[src/hdl/isl_pkg.sv]
/*
 * Constants for the four-instruction decode and execute slice: opcode
 * patterns, field positions, widths and the instruction-cycle phase count.
 * Assumes a 10 MHz core clock where one oscillator period is one clk.
 */
package isl_pkg;
  localparam int ISL_IW = 14;
  localparam int ISL_DW = 8;
  localparam int ISL_AW = 7;
  localparam logic [5:0] ISL_OP_INC_SKIP = 6'h0f;
  localparam logic [5:0] ISL_OP_OR_WF = 6'h04;
  localparam logic [3:0] ISL_OP_MOV_LIT = 4'hc;
  localparam logic [5:0] ISL_OP_OR_LIT = 6'h38;
  localparam int ISL_OP6_HI = 13;
  localparam int ISL_OP6_LO = 8;
  localparam int ISL_OP4_LO = 10;
  localparam int ISL_DEST_BIT = 7;
  localparam int ISL_PHASES = 4;
  localparam logic [1:0] ISL_PH_LAST = 2'h3;
  localparam logic [1:0] ISL_PH_FIRST = 2'h0;
  localparam logic [7:0] ISL_W_RST = 8'h00;
  localparam logic [7:0] ISL_ONE = 8'h01;
  localparam logic [7:0] ISL_ZERO = 8'h00;
  localparam logic [13:0] ISL_NOP_WORD = 14'h0000;
  typedef enum logic [2:0] {
    ISL_K_NONE, ISL_K_INC_SKIP, ISL_K_OR_WF, ISL_K_MOV_LIT, ISL_K_OR_LIT
  } isl_kind_t;
endpackage

[src/hdl/isl_decode.sv]
/*
 * Pure combinational opcode decode for the four supported instructions.
 * Assumes the instruction word is stable from the execute stage register.
 */
`timescale 1ns/10ps
`default_nettype none
module isl_decode
  import isl_pkg::*;
(
  input wire logic [ISL_IW-1:0] instr,
  output isl_kind_t kind
);
  wire logic [5:0] op6 = instr[ISL_OP6_HI:ISL_OP6_LO];
  wire logic [3:0] op4 = instr[ISL_OP6_HI:ISL_OP4_LO];
  // move_literal_to_work looks at four bits only, so the don't-cares never matter
  assign kind = (op6 == ISL_OP_INC_SKIP) ? ISL_K_INC_SKIP :
                (op6 == ISL_OP_OR_WF) ? ISL_K_OR_WF :
                (op4 == ISL_OP_MOV_LIT) ? ISL_K_MOV_LIT :
                (op6 == ISL_OP_OR_LIT) ? ISL_K_OR_LIT : ISL_K_NONE;
endmodule
`default_nettype wire

[src/hdl/isl_exec.sv]
/*
 * Execute slice: latches a fetched word each instruction cycle, runs it
 * over four phases, and squashes the next word after a taken skip.
 * Assumes program memory presents fetch_word and the file register read
 * data combinationally; writes are single-clock strobes in the next cycle's phase 0.
 * The file address is registered, so it still names the write target
 * while the strobe stands, after the next word has been loaded.
 * Zero flag storage lives in the core: status_z_in is fed back from there,
 * and this slice only forwards it when an instruction leaves flags alone.
 * Squashed and unknown words both behave as no_operation.
 */
`timescale 1ns/10ps
`default_nettype none
module isl_exec
  import isl_pkg::*;
(
  input wire logic clk,
  input wire logic rstn,
  input wire logic [ISL_IW-1:0] fetch_word,
  input wire logic [ISL_DW-1:0] file_rdata,
  input wire logic status_z_in,
  output logic fetch_req,
  output logic [ISL_AW-1:0] file_addr,
  output logic [ISL_DW-1:0] file_wdata,
  output logic file_we,
  output logic [ISL_DW-1:0] work,
  output logic status_z,
  output logic z_we,
  output logic skip_active,
  output logic unknown_op
);
  logic [1:0] phase_r;
  logic [ISL_IW-1:0] ir_r;
  logic [ISL_DW-1:0] w_r;
  logic squash_r;
  logic [ISL_AW-1:0] faddr_r;
  logic [ISL_DW-1:0] fwd_r;
  logic fwe_r;
  logic zwe_r;
  logic z_r;
  isl_kind_t kind;

  isl_decode u_dec (
    .instr(ir_r),
    .kind(kind)
  );

  wire logic last_ph = (phase_r == ISL_PH_LAST);
  wire logic first_ph = (phase_r == ISL_PH_FIRST);
  wire logic dest_file = ir_r[ISL_DEST_BIT];
  wire logic [ISL_DW-1:0] lit = ir_r[ISL_DW-1:0];
  // squashed slot behaves as no_operation even if its word decodes
  wire logic live = !squash_r;
  wire logic is_inc = live && (kind == ISL_K_INC_SKIP);
  wire logic is_orf = live && (kind == ISL_K_OR_WF);
  wire logic is_mov = live && (kind == ISL_K_MOV_LIT);
  wire logic is_orl = live && (kind == ISL_K_OR_LIT);
  wire logic [ISL_DW-1:0] inc_res = file_rdata + ISL_ONE;
  wire logic [ISL_DW-1:0] orf_res = w_r | file_rdata;
  wire logic [ISL_DW-1:0] orl_res = w_r | lit;
  wire logic [ISL_DW-1:0] res = is_inc ? inc_res : (is_orf ? orf_res : (is_mov ? lit : orl_res));
  wire logic res_zero = (res == ISL_ZERO);
  wire logic to_file = (is_inc || is_orf) && dest_file;
  wire logic to_work = ((is_inc || is_orf) && !dest_file) || is_mov || is_orl;
  wire logic upd_z = is_orf || is_orl; // increment and literal move leave flags
  wire logic take_skip = is_inc && res_zero;

  // phase counter: four clocks per instruction cycle
  always_ff @(posedge clk) begin
    if (!rstn) begin
      phase_r <= ISL_PH_FIRST;
    end else begin
      phase_r <= phase_r + 2'h1;
    end
  end

  // instruction register loads at cycle boundary; skip flags the next slot
  always_ff @(posedge clk) begin
    if (!rstn) begin
      ir_r <= ISL_NOP_WORD;
      squash_r <= 1'b1;
    end else if (last_ph) begin
      ir_r <= fetch_word;
      squash_r <= take_skip;
    end
  end

  // work register and write strobes settle in the final phase
  always_ff @(posedge clk) begin
    if (!rstn) begin
      w_r <= ISL_W_RST;
      fwe_r <= 1'b0;
      zwe_r <= 1'b0;
      z_r <= 1'b0;
      fwd_r <= ISL_ZERO;
      faddr_r <= '0;
    end else begin
      fwe_r <= last_ph && to_file;
      zwe_r <= last_ph && upd_z;
      faddr_r <= ir_r[ISL_AW-1:0];
      if (last_ph && to_work) begin
        w_r <= res;
      end
      if (last_ph) begin
        fwd_r <= res;
        z_r <= upd_z ? res_zero : status_z_in;
      end
    end
  end

  assign fetch_req = last_ph;
  // address lags ir_r by one clk so the phase 0 write still hits the old target
  assign file_addr = faddr_r;
  assign file_wdata = fwd_r;
  assign file_we = fwe_r;
  assign work = w_r;
  assign status_z = z_r;
  assign z_we = zwe_r;
  assign skip_active = squash_r;
  assign unknown_op = live && (kind == ISL_K_NONE);

  // results are checked one clk after the phase 3 edge that registers them
  // reset is a level, so every property is quiet while rstn is low

  AST_CYCLE_FOUR: assert property (@(posedge clk) disable iff (!rstn)
    first_ph |-> ##3 last_ph) else $error("instruction cycle not four clocks");
  AST_SKIP_SQUASH: assert property (@(posedge clk) disable iff (!rstn)
    (last_ph && take_skip) |=> squash_r [*4]) else $error("skip slot not a no-op");
  AST_NO_SKIP: assert property (@(posedge clk) disable iff (!rstn)
    (last_ph && is_inc && !res_zero) |=> !squash_r) else $error("skip taken on nonzero");
  AST_INC_FLAGS: assert property (@(posedge clk) disable iff (!rstn)
    (last_ph && (is_inc || is_mov)) |=> !z_we) else $error("flags touched by flagless op");
  AST_ZERO: assert property (@(posedge clk) disable iff (!rstn)
    (last_ph && upd_z) |=> (status_z == (file_wdata == ISL_ZERO))) else $error("zero flag wrong");
  AST_MOV: assert property (@(posedge clk) disable iff (!rstn)
    (last_ph && is_mov) |=> (work == $past(lit))) else $error("literal not loaded");
  AST_INC_DEST: assert property (@(posedge clk) disable iff (!rstn)
    (last_ph && is_inc && dest_file) |=> (file_we && work == $past(w_r))) else $error("inc dest wrong");
  AST_ORL: assert property (@(posedge clk) disable iff (!rstn)
    (last_ph && is_orl) |=> (work == ($past(w_r) | $past(lit)))) else $error("or literal wrong");
  AST_ORF: assert property (@(posedge clk) disable iff (!rstn)
    (last_ph && is_orf && !dest_file) |=> (work == ($past(w_r) | $past(file_rdata)))) else $error("or file wrong");

  // decode: each opcode pattern lands on its own kind
  AST_DEC_INC: assert property (@(posedge clk) disable iff (!rstn)
    (ir_r[ISL_OP6_HI:ISL_OP6_LO] == ISL_OP_INC_SKIP) |-> (kind == ISL_K_INC_SKIP))
    else $error("inc skip not decoded");
  // or with file pattern
  AST_DEC_ORF: assert property (@(posedge clk) disable iff (!rstn)
    (ir_r[ISL_OP6_HI:ISL_OP6_LO] == ISL_OP_OR_WF) |-> (kind == ISL_K_OR_WF))
    else $error("or file not decoded");
  // don't-care bits must not change the move decode
  AST_DEC_MOV: assert property (@(posedge clk) disable iff (!rstn)
    (ir_r[ISL_OP6_HI:ISL_OP4_LO] == ISL_OP_MOV_LIT) |-> (kind == ISL_K_MOV_LIT))
    else $error("move literal not decoded");
  // or literal pattern
  AST_DEC_ORL: assert property (@(posedge clk) disable iff (!rstn)
    (ir_r[ISL_OP6_HI:ISL_OP6_LO] == ISL_OP_OR_LIT) |-> (kind == ISL_K_OR_LIT))
    else $error("or literal not decoded");

  // increment to work leaves the file alone
  AST_INC_WORK: assert property (@(posedge clk) disable iff (!rstn)
    (last_ph && is_inc && !dest_file) |=> (!file_we && (work == ($past(file_rdata) + ISL_ONE))))
    else $error("inc to work wrong");
  // increment to file carries the sum
  AST_INC_DATA: assert property (@(posedge clk) disable iff (!rstn)
    (last_ph && is_inc && dest_file) |=> (file_wdata == ($past(file_rdata) + ISL_ONE)))
    else $error("inc data wrong");
  // write address must not follow the newly loaded word
  AST_ADDR_HOLD: assert property (@(posedge clk) disable iff (!rstn)
    (last_ph && to_file) |=> (file_addr == $past(file_addr)))
    else $error("write address moved");
  // or to file writes the combined value
  AST_ORF_FILE: assert property (@(posedge clk) disable iff (!rstn)
    (last_ph && is_orf && dest_file) |=> (file_we && (file_wdata == ($past(w_r) | $past(file_rdata)))))
    else $error("or file data wrong");
  // or to file keeps work as it was
  AST_ORF_KEEPW: assert property (@(posedge clk) disable iff (!rstn)
    (last_ph && is_orf && dest_file) |=> (work == $past(w_r)))
    else $error("or file touched work");
  // or with file always reports the zero flag
  AST_ORF_ZWE: assert property (@(posedge clk) disable iff (!rstn)
    (last_ph && is_orf) |=> z_we)
    else $error("or file left flag");
  // or literal reports the flag and never writes a file
  AST_ORL_ZWE: assert property (@(posedge clk) disable iff (!rstn)
    (last_ph && is_orl) |=> (z_we && !file_we))
    else $error("or literal strobes wrong");

  // zero flag set on an all-zero literal OR
  AST_ZERO_SET: assert property (@(posedge clk) disable iff (!rstn)
    (last_ph && is_orl && ((w_r | lit) == ISL_ZERO)) |=> status_z)
    else $error("zero flag not set");
  // zero flag cleared on a nonzero file OR
  AST_ZERO_CLR: assert property (@(posedge clk) disable iff (!rstn)
    (last_ph && is_orf && ((w_r | file_rdata) != ISL_ZERO)) |=> !status_z)
    else $error("zero flag not cleared");
  // flagless instructions forward the core's flag untouched
  AST_Z_HOLD: assert property (@(posedge clk) disable iff (!rstn)
    (last_ph && (is_inc || is_mov)) |=> (status_z == $past(status_z_in)))
    else $error("flag changed by flagless op");
  // a squashed slot lasts exactly one instruction cycle
  AST_SKIP_ONCE: assert property (@(posedge clk) disable iff (!rstn)
    (last_ph && squash_r) |=> !squash_r)
    else $error("squash lasted too long");
  // a squashed slot writes nothing at all
  AST_SQUASH_QUIET: assert property (@(posedge clk) disable iff (!rstn)
    (last_ph && squash_r) |=> (!file_we && !z_we && (work == $past(w_r))))
    else $error("squashed slot wrote");
  // non-skipping instructions take a single cycle
  AST_ONE_CYCLE: assert property (@(posedge clk) disable iff (!rstn)
    (last_ph && (is_orf || is_orl || is_mov)) |=> !squash_r)
    else $error("extra cycle on plain op");

  // fetch closes the cycle, next clk starts phase 0
  AST_FETCH_SLOT: assert property (@(posedge clk) disable iff (!rstn)
    fetch_req |=> first_ph)
    else $error("fetch out of phase");
  // write strobe is a single clk
  AST_FWE_PULSE: assert property (@(posedge clk) disable iff (!rstn)
    file_we |=> !file_we)
    else $error("file strobe too long");
  // flag strobe is a single clk
  AST_ZWE_PULSE: assert property (@(posedge clk) disable iff (!rstn)
    z_we |=> !z_we)
    else $error("flag strobe too long");
endmodule
`default_nettype wire

[config.mk]
export PLATFORM = sky130hd
export DESIGN_NAME = isl_exec
export DESIGN_NICKNAME = d
export VERILOG_FILES = /design/src/hdl/isl_pkg.sv /design/src/hdl/isl_decode.sv /design/src/hdl/isl_exec.sv
export SDC_FILE = /design/constraint.sdc
export NUM_CORES = 1
export LEC_CHECK = 0
export BUFFER_PORTS_ARGS = -buffer_cell sky130_fd_sc_hd__buf_2
export CORE_MARGIN = 8
export CORE_UTILIZATION = 50
export CTS_CLUSTER_DIAMETER = 40
export DETAILED_ROUTE_END_ITERATION = 10
export PLACE_DENSITY = 0.81
export SYNTH_ARGS = -nofsm -noshare
export SYNTH_HDL_FRONTEND = slang
export SYNTH_HIERARCHICAL = 1
export SYNTH_SLANG_ARGS = --single-unit
export TNS_END_PERCENT = 10
[constraint.sdc]
create_clock -name clk -period 3.6 [get_ports clk]
set_input_delay 0.54 -clock clk [delete_from_list [all_inputs] [get_ports clk]]
set_output_delay 0.54 -clock clk [all_outputs]
set_load 0.01 [all_outputs]
* Yosys cells after proc, flatten, opt, wreduce, memory -nomap -nowiden
Index checks and enable logic that the tools add are counted.
** Storage, ports and cells
- Bits of input ports :: 25
- Flip-flop bits (word level) :: 43
** Cells by class
- Mux-type cells :: 8
- Eq/ne operators :: 9
- Reduce and logical (&&, ||, !) cells :: 19
- Bitwise operators :: 2
- Add/sub/neg operators :: 2
** Operators with widths (count)
- $mux 8 :: 3
- $or 8x8->8 :: 2
- $mux 3 :: 4
- $logic_and 1x1->1 :: 11
- $add 8x1->8 const B :: 1
- $logic_not 8->1 :: 1
- $eq 3x2->1 const B :: 2
- $eq 6x3->1 const B :: 1
- $eq 6x4->1 const B :: 1
- $eq 6x6->1 const B :: 1
- $eq 4x4->1 const B :: 1
- $logic_or 1x1->1 :: 4
- $eq 3x1->1 const B :: 1
- $eq 3x3->1 const B :: 1
- $logic_not 3->1 :: 1
- $add 2x1->2 const B :: 1
- $eq 2x2->1 const B :: 1
- $logic_not 1->1 :: 2
- $mux 1 :: 1

* Longest topological paths before layout
Gate-level depths: netlist (run 1).
- Depth after elaboration :: 12
- Mapped depth :: 10

* Modules after synthesis
The synthesis (run 1) kept the hierarchy.
** By module, submodules not included
- isl_exec :: times used 1, seq. area each 860.8 um2, cells each 208, area an instance 2063.2 um2
- isl_decode :: times used 1, seq. area each 0.0 um2, cells each 7, area an instance 48.8 um2

* Least setup slack after synthesis (run 1)
No wires, ideal clock.
- Kind :: register to register
- Start point :: reg ir_r[10]
- End point :: reg squash_r (netlist: skip_active)
- Buffers on the path :: 0
- Data arrival time :: 3207 ps
- Slack :: 315 ps
- Period minus slack after synthesis :: 3285 ps
- Data required time :: 3521 ps
- Stages on the path, launching flop included :: 10
- Path through :: dfxtp_1 -> nand3b_1 -> nor4b_1 -> nor3b_2 -> mux2_4 -> o32ai_2 -> a21oi_1 -> or4_1 -> or4b_4 -> o221ai_2
** On the way
- Cells in the longest elaborated chain, start to end :: 12
- Elaborated cells between the ends (all ways) :: 19
** RTL lines
- start, declared :: RTL line isl_exec.sv:33 : logic [ISL_IW-1:0] ir_r;
- start signal, assigned :: RTL line isl_exec.sv:83 : ir_r <= fetch_word;
- $eq 6x6->1 :: RTL line isl_decode.sv:19 : (op6 == ISL_OP_OR_LIT) ? ISL_K_OR_LIT : ISL_K_NONE;
- $mux 3 :: RTL line isl_decode.sv:19
- $mux 3 :: RTL line isl_decode.sv:18 : (op4 == ISL_OP_MOV_LIT) ? ISL_K_MOV_LIT :
- $mux 3 :: RTL line isl_decode.sv:17 : (op6 == ISL_OP_OR_WF) ? ISL_K_OR_WF :
- $mux 3 * :: RTL line isl_decode.sv:16 : assign kind = (op6 == ISL_OP_INC_SKIP) ? ISL_K_INC_SKIP :
- net kind[2] :: RTL line isl_exec.sv:41 : isl_kind_t kind;
- $eq 3x2->1 :: RTL line isl_exec.sv:56 : wire logic is_mov = live && (kind == ISL_K_MOV_LIT);
- $logic_and 1x1->1 :: RTL line isl_exec.sv:56
- $mux 8 (3 in a row) :: RTL line isl_exec.sv:61 : wire logic [ISL_DW-1:0] res = is_inc ? inc_res : (is_orf ? orf_res : (is_mov ? lit : orl_res));
- $logic_not 8->1 :: RTL line isl_exec.sv:62 : wire logic res_zero = (res == ISL_ZERO);
- $logic_and 1x1->1 * :: RTL line isl_exec.sv:66 : wire logic take_skip = is_inc && res_zero;
- end signal, assigned :: RTL line isl_exec.sv:84 : squash_r <= take_skip;
- end, declared :: RTL line isl_exec.sv:35 : logic squash_r;
The timed path passes the listed nets; every way through them passes the cells marked *.
A chain may end at the register's enable or synchronous reset.

* Final worst setup path (run 1)
- Start point :: reg ir_r[10]
- End point :: reg z_r (netlist: status_z)
** On the way
- Elaborated cells between the ends (all ways) :: 22
** RTL lines
- $eq 4x4->1 :: RTL line isl_decode.sv:18
- $mux 3 :: RTL line isl_decode.sv:18
- $mux 3 :: RTL line isl_decode.sv:17
- $mux 3 * :: RTL line isl_decode.sv:16
- net kind[1] :: RTL line isl_exec.sv:41
- $eq 3x2->1 :: RTL line isl_exec.sv:56
- $logic_and 1x1->1 :: RTL line isl_exec.sv:56
- $mux 8 (3 in a row) :: RTL line isl_exec.sv:61
- $logic_not 8->1 :: RTL line isl_exec.sv:62
- $mux 1 * :: RTL line isl_exec.sv:106 : z_r <= upd_z ? res_zero : status_z_in;
- end signal, assigned :: RTL line isl_exec.sv:106
- end, declared :: RTL line isl_exec.sv:40 : logic z_r;
Marks and branches as above.

==> flow_metrics.py, run 1 <==
metrics = {
    "run_status": {
        "status": "completed",
    },
    "worst_setup_path": {
        "worst-path-max-fanout": 5,
        "start_kind": "flip-flop",
        "arrival_ns": 3.47,
        "crit_start": "ir_r[10]",
        "endpoint_kind": "flip-flop",
        "crit_required_ns": 3.83,
        "criticalPathCategory": "flip-flop to flip-flop",
        "r2r_start": "ir_r[10]",
    },
    "sta": {
        "finalCritPeriodShare_pct": 89.9,
        "relSlewSlack_pct": 60.1,
        "fin_skew_ns": 0.00472,
        "finalSetupTns_ns": 0,
        "fmax_mhz": 309,
        "period_needed_ns": 3.24,
        "slew_violations": 0,
        "whs_ns": 0.423,
        "setup_viol": 0,
        "worst_pin_slew_ns": 0.599,
        "hold_viol_final": 0,
        "rsz0062_at_grt": "no",
    },
    "place": {
        "routabilityCongestion": 0.899,
        "placed_cells": 312,
        "portBuffers": 53,
        "dp_hpwl_mm": 3.80,
    },
    "final_layout": {
        "antenna_cells": 0,
        "drive_gt1_share_pct": 28.9,
        "syn2layout_area_growth_pct": 18.1,
        "stdcell_count": 320,
        "nNetsFinal": 296,
    },
    "synthesis": {
        "syn_nets": 242,
        "ys_top_cells_by_area": "dfxtp_1, mux2i_1, nor2b_1",
        "synth_edf_count": 0,
        "ys_seq_area_share_pct": 40.8,
        "ys_types": 56,
        "synth_ff_type": "dfxtp_1",
        "synth_seq_cells": 43,
        "async_flop_share_pct": 0,
        "synth_cells": 215,
        "postSynthAreaPerCell_um2": 9.82,
        "yosysWarningCount": 6,
        "yosysTopAreaCell": "dfxtp_1",
        "synth_area_um2": 2110,
        "yosys.area.top_type_share_pct": 40.8,
    },
    "clock_tree": {
        "h-tree-depth": 2,
        "cts_tree": "built",
        "cts_setup_buffers": 0,
        "cts_sinks": 43,
        "clk_transition_reported_paths_ns": 0.08,
        "cts_buffers": 5,
        "cts_root_buffer": "clkbuf_8",
        "postCtsHoldBufs": 0,
        "ctsResizeCount": 0,
        "clock_path_buffers": 2,
        "worstSkewPairLatency_ns": 0.29,
    },
    "power_and_ir_drop": {
        "ir_drop_mv": 0.255,
        "p_per_area_nw_per_um2": 351,
        "leakage_nw": 1.03,
    },
    "die": {
        "die_height_um": 81.0,
        "die-area_um2": 6560,
        "core-area_um2": 4030,
        "start_util_pct": 52.4,
        "boundaryPins": 54,
        "fp-row-count": 23,
        "die_w_um": 81.0,
    },
    "grt": {
        "antenna_found_initial": 0,
        "grt_usage_pct": 15.7,
        "grt_first_pass_wirelength_mm": 7.98,
        "grt_max_degree": 44,
        "grt_pass1_vias": 1636,
        "grt-ovfl-total": 0,
    },
    "drt": {
        "routed_wl_mm": 5.07,
        "num_vias": 1730,
        "vias_per_cell": 5.41,
        "drc": 0,
        "drtAntennaViolNets": 0,
        "detail_route.wl_per_cell_um": 15.9,
        "drtIter0Drc": 143,
        "first_pass_iters": 4,
    },
    "worst_hold_path": {
        "min_path_type": "flip-flop to flip-flop",
        "min_from": "phase_r[0]",
    },
    "run": {
        "maxCapViolCount": 0,
    },
}
==> cells in the mapped netlist (2+ instances only) <==
library cell and instances:
and2_1 8, o31ai_1 2, dfxtp_1 43, clkbuf_1 5, buf_6 2, nor4b_1 2
and2b_1 2, nand2_1 5, o21ai_1 3, and3_1 4, nor2_2 2, xnor2_1 2
o22ai_1 5, or3_1 2, xor2_1 2, nand3_1 7, ha_1 2, o21ai_0 5
nor2_1 5, inv_1 6, o21a_1 2, o211a_1 3, a21oi_1 3, mux2i_1 28
nand2b_1 3, nor3_1 3, nor2b_1 30
==> worst max-delay path: stages (launching register included) <==
cell and delay [ns]:
dfxtp_1 0.35, or3b_1 0.37, o22ai_1 0.23, nor3b_2 0.44, mux2_4 0.34, o32ai_2 0.19
a21oi_1 0.09, or4_1 0.50, or4b_4 0.52, a21oi_2 0.14
==> per-layer routing <==
| metal | global-route usage [%] | share of wire, % | vias up |
|---|---|---|---|
| met5 | 0 | 0 | - |
| met4 | 6.79 | 2.1 | 0 |
| met3 | 3.97 | 6.2 | 10 |
| met2 | 24.5 | 47 | 45 |
| met1 | 20.0 | 45 | 806 |
| li1 | - | - | 869 |
==> final cells by class <==
class	count	area, um2
clock buffers	7	76.3
clock inverters	1	5.00
fillers	364	1540
inverters	6	22.5
multi-input cells	156	1170
flip-flops and latches	43	861
well taps	50	62.6
repair buffers	57	295
==> state kept, by name, summed over array words and instances, names as in the netlist <==
register / flops
skip_active: 1
file_wdata: 8
file_addr: 7
status_z: 1
ir_r: 14
z_we: 1
work: 8
phase_r: 2
file_we: 1
==> path summary, 6_finish.rpt <==
| kind | to | slack, ns | cells after the start |
|---|---|---|---|
| max | status_z | 0.36 | 9 |
| min | phase_r[0] | 0.42 | 1 |
| max reg2reg | status_z | 0.36 | 9 |
| min reg2reg | phase_r[0] | 0.42 | 1 |
==> kinds of logic (layout without fill, tap and decap cells) <==
logic type                 Yosys count  in the layout  share of synthesized area, %
and+or+nand+nor                     85             85                          25.4
buffers and inverters               16             71                          3.79
DFF                                 43             43                          40.8
muxes                               29             29                          14.0
adders and majority gates            3              3                          1.66
AOI/OAI and AO/OA                   35             35                          12.8
xor gates and xnor gates             4              4                          1.66
==> through the flow <==
stage | power (mW) | worst slack (ns) | utilization, % | instance area [um2]
3_3_place_gp | 0.591 | 0.540 | 59.9 | 2410
2_1_floorplan | 0.561 | 0.315 | - | 2110
6_report | 0.876 | 0.364 | 61.9 | 2490
4_1_cts | 0.882 | 0.349 | 61.9 | 2490
5_1_grt | 0.916 | 0.173 | 61.9 | 2490
3_5_place_dp | 0.593 | 0.393 | 59.9 | 2410
==> layout by cell type, fill, tap and decap left out, types with 2 or more instances in the layout <==
master and n:
buf_2 53, and2_1 8, inv_1 6, nor3_1 3, nand3_1 7, nor2_2 2, nor4b_1 2, clkbuf_8 5
dfxtp_1 43, ha_1 2, mux2i_1 28, o21a_1 2, o211a_1 3, nand2_1 5, o22ai_1 5, o31ai_1 2
nor2b_1 30, nor2_1 5, nand2b_1 3, buf_4 4, a21oi_1 3, and3_1 4, o21ai_0 5, xnor2_1 2
clkbuf_1 2, o21ai_1 3, xor2_1 2, or3_1 2, and2b_1 2
==> power by group <==
group | leakage [nW] | internal (mW) | switching (mW)
Sequential | 0.348 | 0.486 | 0.00768
Combinational | 0.645 | 0.0431 | 0.0454
Clock | 0.0422 | 0.136 | 0.158
Total | 1.03 | 0.665 | 0.211
Power figures use the tool's default switching activity.
==> run 2: changes to the inputs <==
--- a/config.mk
+++ b/config.mk
@@ -6,7 +6,7 @@
 export NUM_CORES = 1
 export LEC_CHECK = 0
 export BUFFER_PORTS_ARGS = -buffer_cell sky130_fd_sc_hd__buf_2
-export CORE_MARGIN = 8
+export CORE_MARGIN = 2
 export CORE_UTILIZATION = 50
 export CTS_CLUSTER_DIAMETER = 40
 export DETAILED_ROUTE_END_ITERATION = 10
==> run 2 against run 1 <==
Net effect: global-route usage rose by 5.8 points; sequential power barely moved; die area shrank 27%; power increased by 4.8%; clock-buffer cell count increased by 1; register-to-register slack improved by 0.02 ns; combinational power is 1% higher; clock skew rose by 0.0030 ns; routed wire length decreased by 7.2%; sequential cell count unchanged; maximum frequency up 0.74%; critical endpoint is now skip_active; largest cell class unchanged; largest power group unchanged; highest routed layer unchanged.
==> flow_metrics.py, run 2 (synthesis results as in run 1) <==
metrics = {
    "place": {
        "dp_hpwl_mm": 3.40,
        "dpl-instance-area_um2": 2420,
        "routabilityCongestion": 0.904,
        "portBuffers": 53,
    },
    "worst_hold_path": {
        "min_path_type": "flip-flop to flip-flop",
    },
    "sta": {
        "rsz0062_at_grt": "no",
        "fin_skew_ns": 0.00777,
        "slew_violations": 0,
        "finalSetupTns_ns": 0,
        "hold_viol_final": 0,
        "setup_viol": 0,
        "whs_ns": 0.435,
        "fmax_mhz": 311,
        "worst_pin_slew_ns": 0.589,
        "relSlewSlack_pct": 60.7,
        "period_needed_ns": 3.21,
        "finalCritPeriodShare_pct": 89.2,
    },
    "final_layout": {
        "final_common_cell": "buf_2",
        "seqCellArea_um2": 861,
        "largest_reg_flops": 14,
        "final_util_pct": 62.5,
        "post-route-cell-area_um2": 2520,
        "nNetsFinal": 297,
        "drive_gt1_share_pct": 29.5,
        "fillerInstances": 364,
        "multi_input_area_um2": 1170,
        "final_cell_mix": "buf_2, dfxtp_1, nor2b_1",
        "syn2layout_area_growth_pct": 19.3,
        "antenna_cells": 0,
        "top_register": "ir_r",
    },
    "power_and_ir_drop": {
        "ir_drop_mv": 0.249,
        "leakage_nw": 1.05,
        "p_per_area_nw_per_um2": 364,
    },
    "drt": {
        "first_pass_iters": 4,
        "routed_wl_mm": 4.71,
        "drtIter0Drc": 93,
        "num_vias": 1771,
        "detail_route.wl_per_cell_um": 14.7,
        "drtAntennaViolNets": 0,
        "drc": 0,
        "vias_per_cell": 5.52,
    },
    "clock_tree": {
        "cts_setup_buffers": 0,
        "cts_buffers": 5,
        "h-tree-depth": 2,
        "clock_path_buffers": 2,
        "clk_transition_reported_paths_ns": 0.08,
        "cts_root_buffer": "clkbuf_8",
        "cts_tree": "built",
        "worstSkewPairLatency_ns": 0.30,
        "postCtsHoldBufs": 0,
        "cts_sinks": 43,
        "ctsResizeCount": 0,
    },
    "die": {
        "fp-row-count": 23,
        "boundaryPins": 54,
        "start_util_pct": 52.4,
        "die-area_um2": 4760,
        "core-area_um2": 4030,
        "die_height_um": 69.0,
        "die_w_um": 69.0,
    },
    "run": {
        "maxCapViolCount": 0,
    },
    "worst_setup_path": {
        "start_kind": "flip-flop",
        "arrival_ns": 3.43,
        "criticalPathCategory": "flip-flop to flip-flop",
        "endpoint_kind": "flip-flop",
        "worst-path-max-fanout": 5,
        "crit_required_ns": 3.82,
    },
    "grt": {
        "antenna_found_initial": 0,
        "grt_usage_pct": 21.5,
        "grt-ovfl-total": 0,
        "grt_pass1_vias": 1609,
        "grt_max_degree": 44,
        "grt_first_pass_wirelength_mm": 7.51,
    },
    "run_status": {
        "status": "completed",
    },
}
==> run 2: per-stage QoR <==
stage                     power, mW  setup WS [ns]  instances
final                         0.918          0.388        321
after global routing          0.955          0.279        321
after CTS                     0.924          0.405        321
after detailed placement      0.594          0.431        313
after global placement        0.592          0.553        313
after floorplan               0.561          0.315        215
==> run 2: area by class of cell <==
type | count | share of cell area [%]
multi-input cells | 156 | 46.5
clock buffers | 8 | 3.97
inverters | 6 | 0.894
repair buffers | 58 | 12.0
well taps | 50 | 2.48
flip-flops and latches | 43 | 34.2
==> run 2: report_power, final <==
group	total [mW]	switching [mW]	internal (mW)	leakage [nW]
clock network	0.335	0.160	0.175	0.0515
registers	0.494	0.00778	0.486	0.348
logic	0.0895	0.0454	0.0441	0.650
==> run 2: worst max-delay path: stages, from the launching register on <==
cell,delay (ns)
dfxtp_1,0.32
or3b_1,0.39
o22ai_1,0.17
nor3b_2,0.43
mux2_4,0.35
o32ai_2,0.21
a21oi_1,0.10
or4_1,0.51
or4b_4,0.51
o221ai_2,0.14
==> run 2: per-layer routing <==
metal	wire [um]	part of all wire [%]	GRT usage, %	vias up
met4	85	1.8	9.31	0
met5	0	0	0	-
met1	2190	47	27.3	831
met3	264	5.6	6.01	9
li1	-	-	-	878
met2	2170	46	34.0	53
==> run 2: worst paths after layout <==
kind | startpoint | end | slack (ns) | cells after the start
setup / recovery | ir_r[12] | skip_active | 0.39 | 9
hold / removal | phase_r[0] | phase_r[0] | 0.43 | 1
setup reg to reg | ir_r[12] | skip_active | 0.39 | 9
hold reg to reg | phase_r[0] | phase_r[0] | 0.43 | 1
==> run 3: changes to the inputs <==
--- a/config.mk
+++ b/config.mk
@@ -5,6 +5,7 @@
 export SDC_FILE = /design/constraint.sdc
 export NUM_CORES = 1
 export LEC_CHECK = 0
+export ABC_AREA = 1
 export BUFFER_PORTS_ARGS = -buffer_cell sky130_fd_sc_hd__buf_2
 export CORE_MARGIN = 2
 export CORE_UTILIZATION = 50
==> run 3 against run 2 <==
Net effect: worst setup slack better by 0.95 ns; sequential power is 2% higher; via count is 17% higher; clock power is 15% lower; highest routed layer unchanged; critical endpoint is now work[4]; synthesized cell count is 44% higher; non-clock buffer count is 4 lower; critical path depth is 3 higher; power is 1.0% lower.
==> flow_metrics.py, run 3 <==
metrics = {
    "final_layout": {
        "post-route-cell-area_um2": 2460,
        "largest_reg_flops": 14,
        "final_cell_mix": "nand2_1, buf_2, inv_1",
        "final_util_pct": 61.2,
        "final_common_cell": "nand2_1",
        "antenna_cells": 0,
        "nNetsFinal": 387,
        "drive_gt1_share_pct": 20.6,
        "top_register": "ir_r",
        "syn2layout_area_growth_pct": 16.2,
    },
    "sta": {
        "fmax_mhz": 442,
        "period_needed_ns": 2.26,
        "hold_viol_final": 0,
        "worst_pin_slew_ns": 0.507,
        "slew_violations": 0,
        "rsz0062_at_grt": "no",
        "finalSetupTns_ns": 0,
        "finalCritPeriodShare_pct": 62.9,
        "relSlewSlack_pct": 66.0,
        "setup_viol": 0,
        "fin_skew_ns": 0.00485,
    },
    "grt": {
        "antenna_found_initial": 0,
        "grt_first_pass_wirelength_mm": 8.17,
        "grt_max_degree": 29,
        "grt_pass1_vias": 1897,
        "grt-ovfl-total": 0,
        "grt_usage_pct": 20.8,
    },
    "synthesis": {
        "synth_most_common_cell": "nand2_1",
        "yosysWarningCount": 6,
        "synth_edf_count": 0,
        "synthTopCellsByCount": "nand2_1, inv_1, nor2_1",
        "synth_cells": 310,
        "synth_seq_cells": 43,
        "async_flop_share_pct": 0,
        "synth_ff_type": "dfxtp_1",
        "ys_top_cells_by_area": "dfxtp_1, nand2_1, inv_1",
        "ys_types": 26,
        "synth_area_um2": 2120,
        "ys_seq_area_share_pct": 40.6,
        "postSynthAreaPerCell_um2": 6.84,
        "yosys.area.top_type_share_pct": 40.6,
        "yosysTopAreaCell": "dfxtp_1",
        "syn_nets": 337,
    },
    "die": {
        "fp-row-count": 23,
        "die-area_um2": 4780,
        "die_w_um": 69.1,
        "die_height_um": 69.1,
        "core-area_um2": 4030,
        "boundaryPins": 54,
        "start_util_pct": 52.6,
    },
    "clock_tree": {
        "cts_tree": "built",
        "ctsResizeCount": 0,
        "clock_path_buffers": 2,
        "worstSkewPairLatency_ns": 0.29,
        "cts_root_buffer": "clkbuf_8",
        "cts_setup_buffers": 0,
        "clk_transition_reported_paths_ns": 0.08,
        "cts_buffers": 5,
        "h-tree-depth": 2,
        "postCtsHoldBufs": 0,
        "cts_sinks": 43,
    },
    "power_and_ir_drop": {
        "switching_share_pct": 26.6,
        "combPwrFrac_pct": 13.0,
        "clkPwrFrac_pct": 31.4,
        "p_seq_share_pct": 55.6,
        "switchingPower_uw": 242,
        "ir_drop_mv": 0.272,
        "p_per_area_nw_per_um2": 369,
        "p_int_uw": 667,
        "total_power_uw": 909,
        "leakage_nw": 1.37,
    },
    "drt": {
        "drc": 0,
        "first_pass_iters": 4,
        "drtAntennaViolNets": 0,
        "routed_wl_mm": 4.90,
        "drtIter0Drc": 119,
        "detail_route.wl_per_cell_um": 12.0,
        "vias_per_cell": 5.09,
        "num_vias": 2080,
    },
    "worst_setup_path": {
        "criticalPathCategory": "flip-flop to flip-flop",
        "endpoint_kind": "flip-flop",
        "slowest_stage": "a31oi_4",
        "crit_required_ns": 3.80,
        "arrival_ns": 2.47,
        "cpMostUsedCell": "nand2_1",
        "path_cells": "nand2_1 -> nor2_1 -> nand2_1 -> nand2_1 -> inv_2 -> nor2_4 -> nand2_2 -> nand2_1 -> nand2_1 -> a31oi_4 -> nor2_1 -> a211oi_1",
        "worst-path-max-fanout": 16,
        "start_kind": "flip-flop",
        "critPathMaxStageDelay_ns": 0.38,
    },
    "place": {
        "portBuffers": 53,
        "routabilityCongestion": 0.943,
        "dpl-instance-area_um2": 2390,
        "dp_hpwl_mm": 3.73,
    },
    "run": {
        "maxCapViolCount": 0,
    },
    "worst_hold_path": {
        "min_path_type": "flip-flop to flip-flop",
    },
    "run_status": {
        "status": "completed",
    },
}
==> run 3: cell count changes after synthesis, sizes merged, moves of 5 or more <==
cell,delta
a211oi,+5
inv,+42
nand2,+77
a21oi,+11
nor2,+40
o211ai,+7
o21ai,+5
and2,-9
nor2b,-30
nand3,+13
mux2i,-28
==> run 3: logic make-up after synthesis <==
| kind of cell | after synthesis | synth area share, % |
|---|---|---|
| flip-flops | 43 | 40.6 |
| AO/OA/AOI/OAI | 51 | 15.7 |
| AND/OR/NAND/NOR | 154 | 30.7 |
| buffers and inverters | 60 | 11.9 |
| adder cells (fa/ha/maj) | 2 | 1.18 |
==> run 3: routing by layer <==
layer	GRT usage, %	vias up	routed length [um]
li1	-	1074	-
met1	27.2	934	2280
met2	34.2	66	2240
met3	5.56	6	328
met4	4.79	0	46
met5	0	-	0
==> run 3: worst max-delay path, delay by kind of cell (launching register included) <==
kind            cells  cell delay (ns)
simple gates        9             1.16
buf+inv             1             0.08
flops               1             0.35
compound gates      2             0.58
==> run 3: path summary, 6_finish.rpt <==
check                           startpoint          to  slack [ns]  cells past startpoint
worst min-delay path            phase_r[0]  phase_r[0]        0.42                      1
worst max-delay path              ir_r[12]     work[4]        1.34                     12
worst max register to register    ir_r[12]     work[4]        1.34                     12
worst min register to register  phase_r[0]  phase_r[0]        0.42                      1
==> run 3: through the flow <==
stage	worst slack, ns	std cells	hold WS (ns)
3_3_place_gp	1.45	403	0.413
3_5_place_dp	1.39	403	0.417
5_1_grt	1.04	409	0.450
2_1_floorplan	1.81	310	0.399
6_report	1.34	409	0.424
4_1_cts	1.36	409	0.428
==> run 3: area by class of cell <==
type	instances	area [um2]
Inverter	49	184
Multi-Input combinational cell	207	1010
Tap cell	50	62.6
Sequential cell	43	861
Fill cell	406	1560
Clock buffer	5	68.8
Clock inverter	1	7.51
Timing Repair Buffer	54	273
==> run 3: power by group through the flow <==
stage	registers (mW)	clock network, mW	logic, mW
global route	0.508	0.316	0.135
finish	0.506	0.285	0.118
CTS	0.506	0.290	0.119
global placement	0.516	0	0.116
floorplan	0.519	0	0.0737
detailed placement	0.517	0	0.118
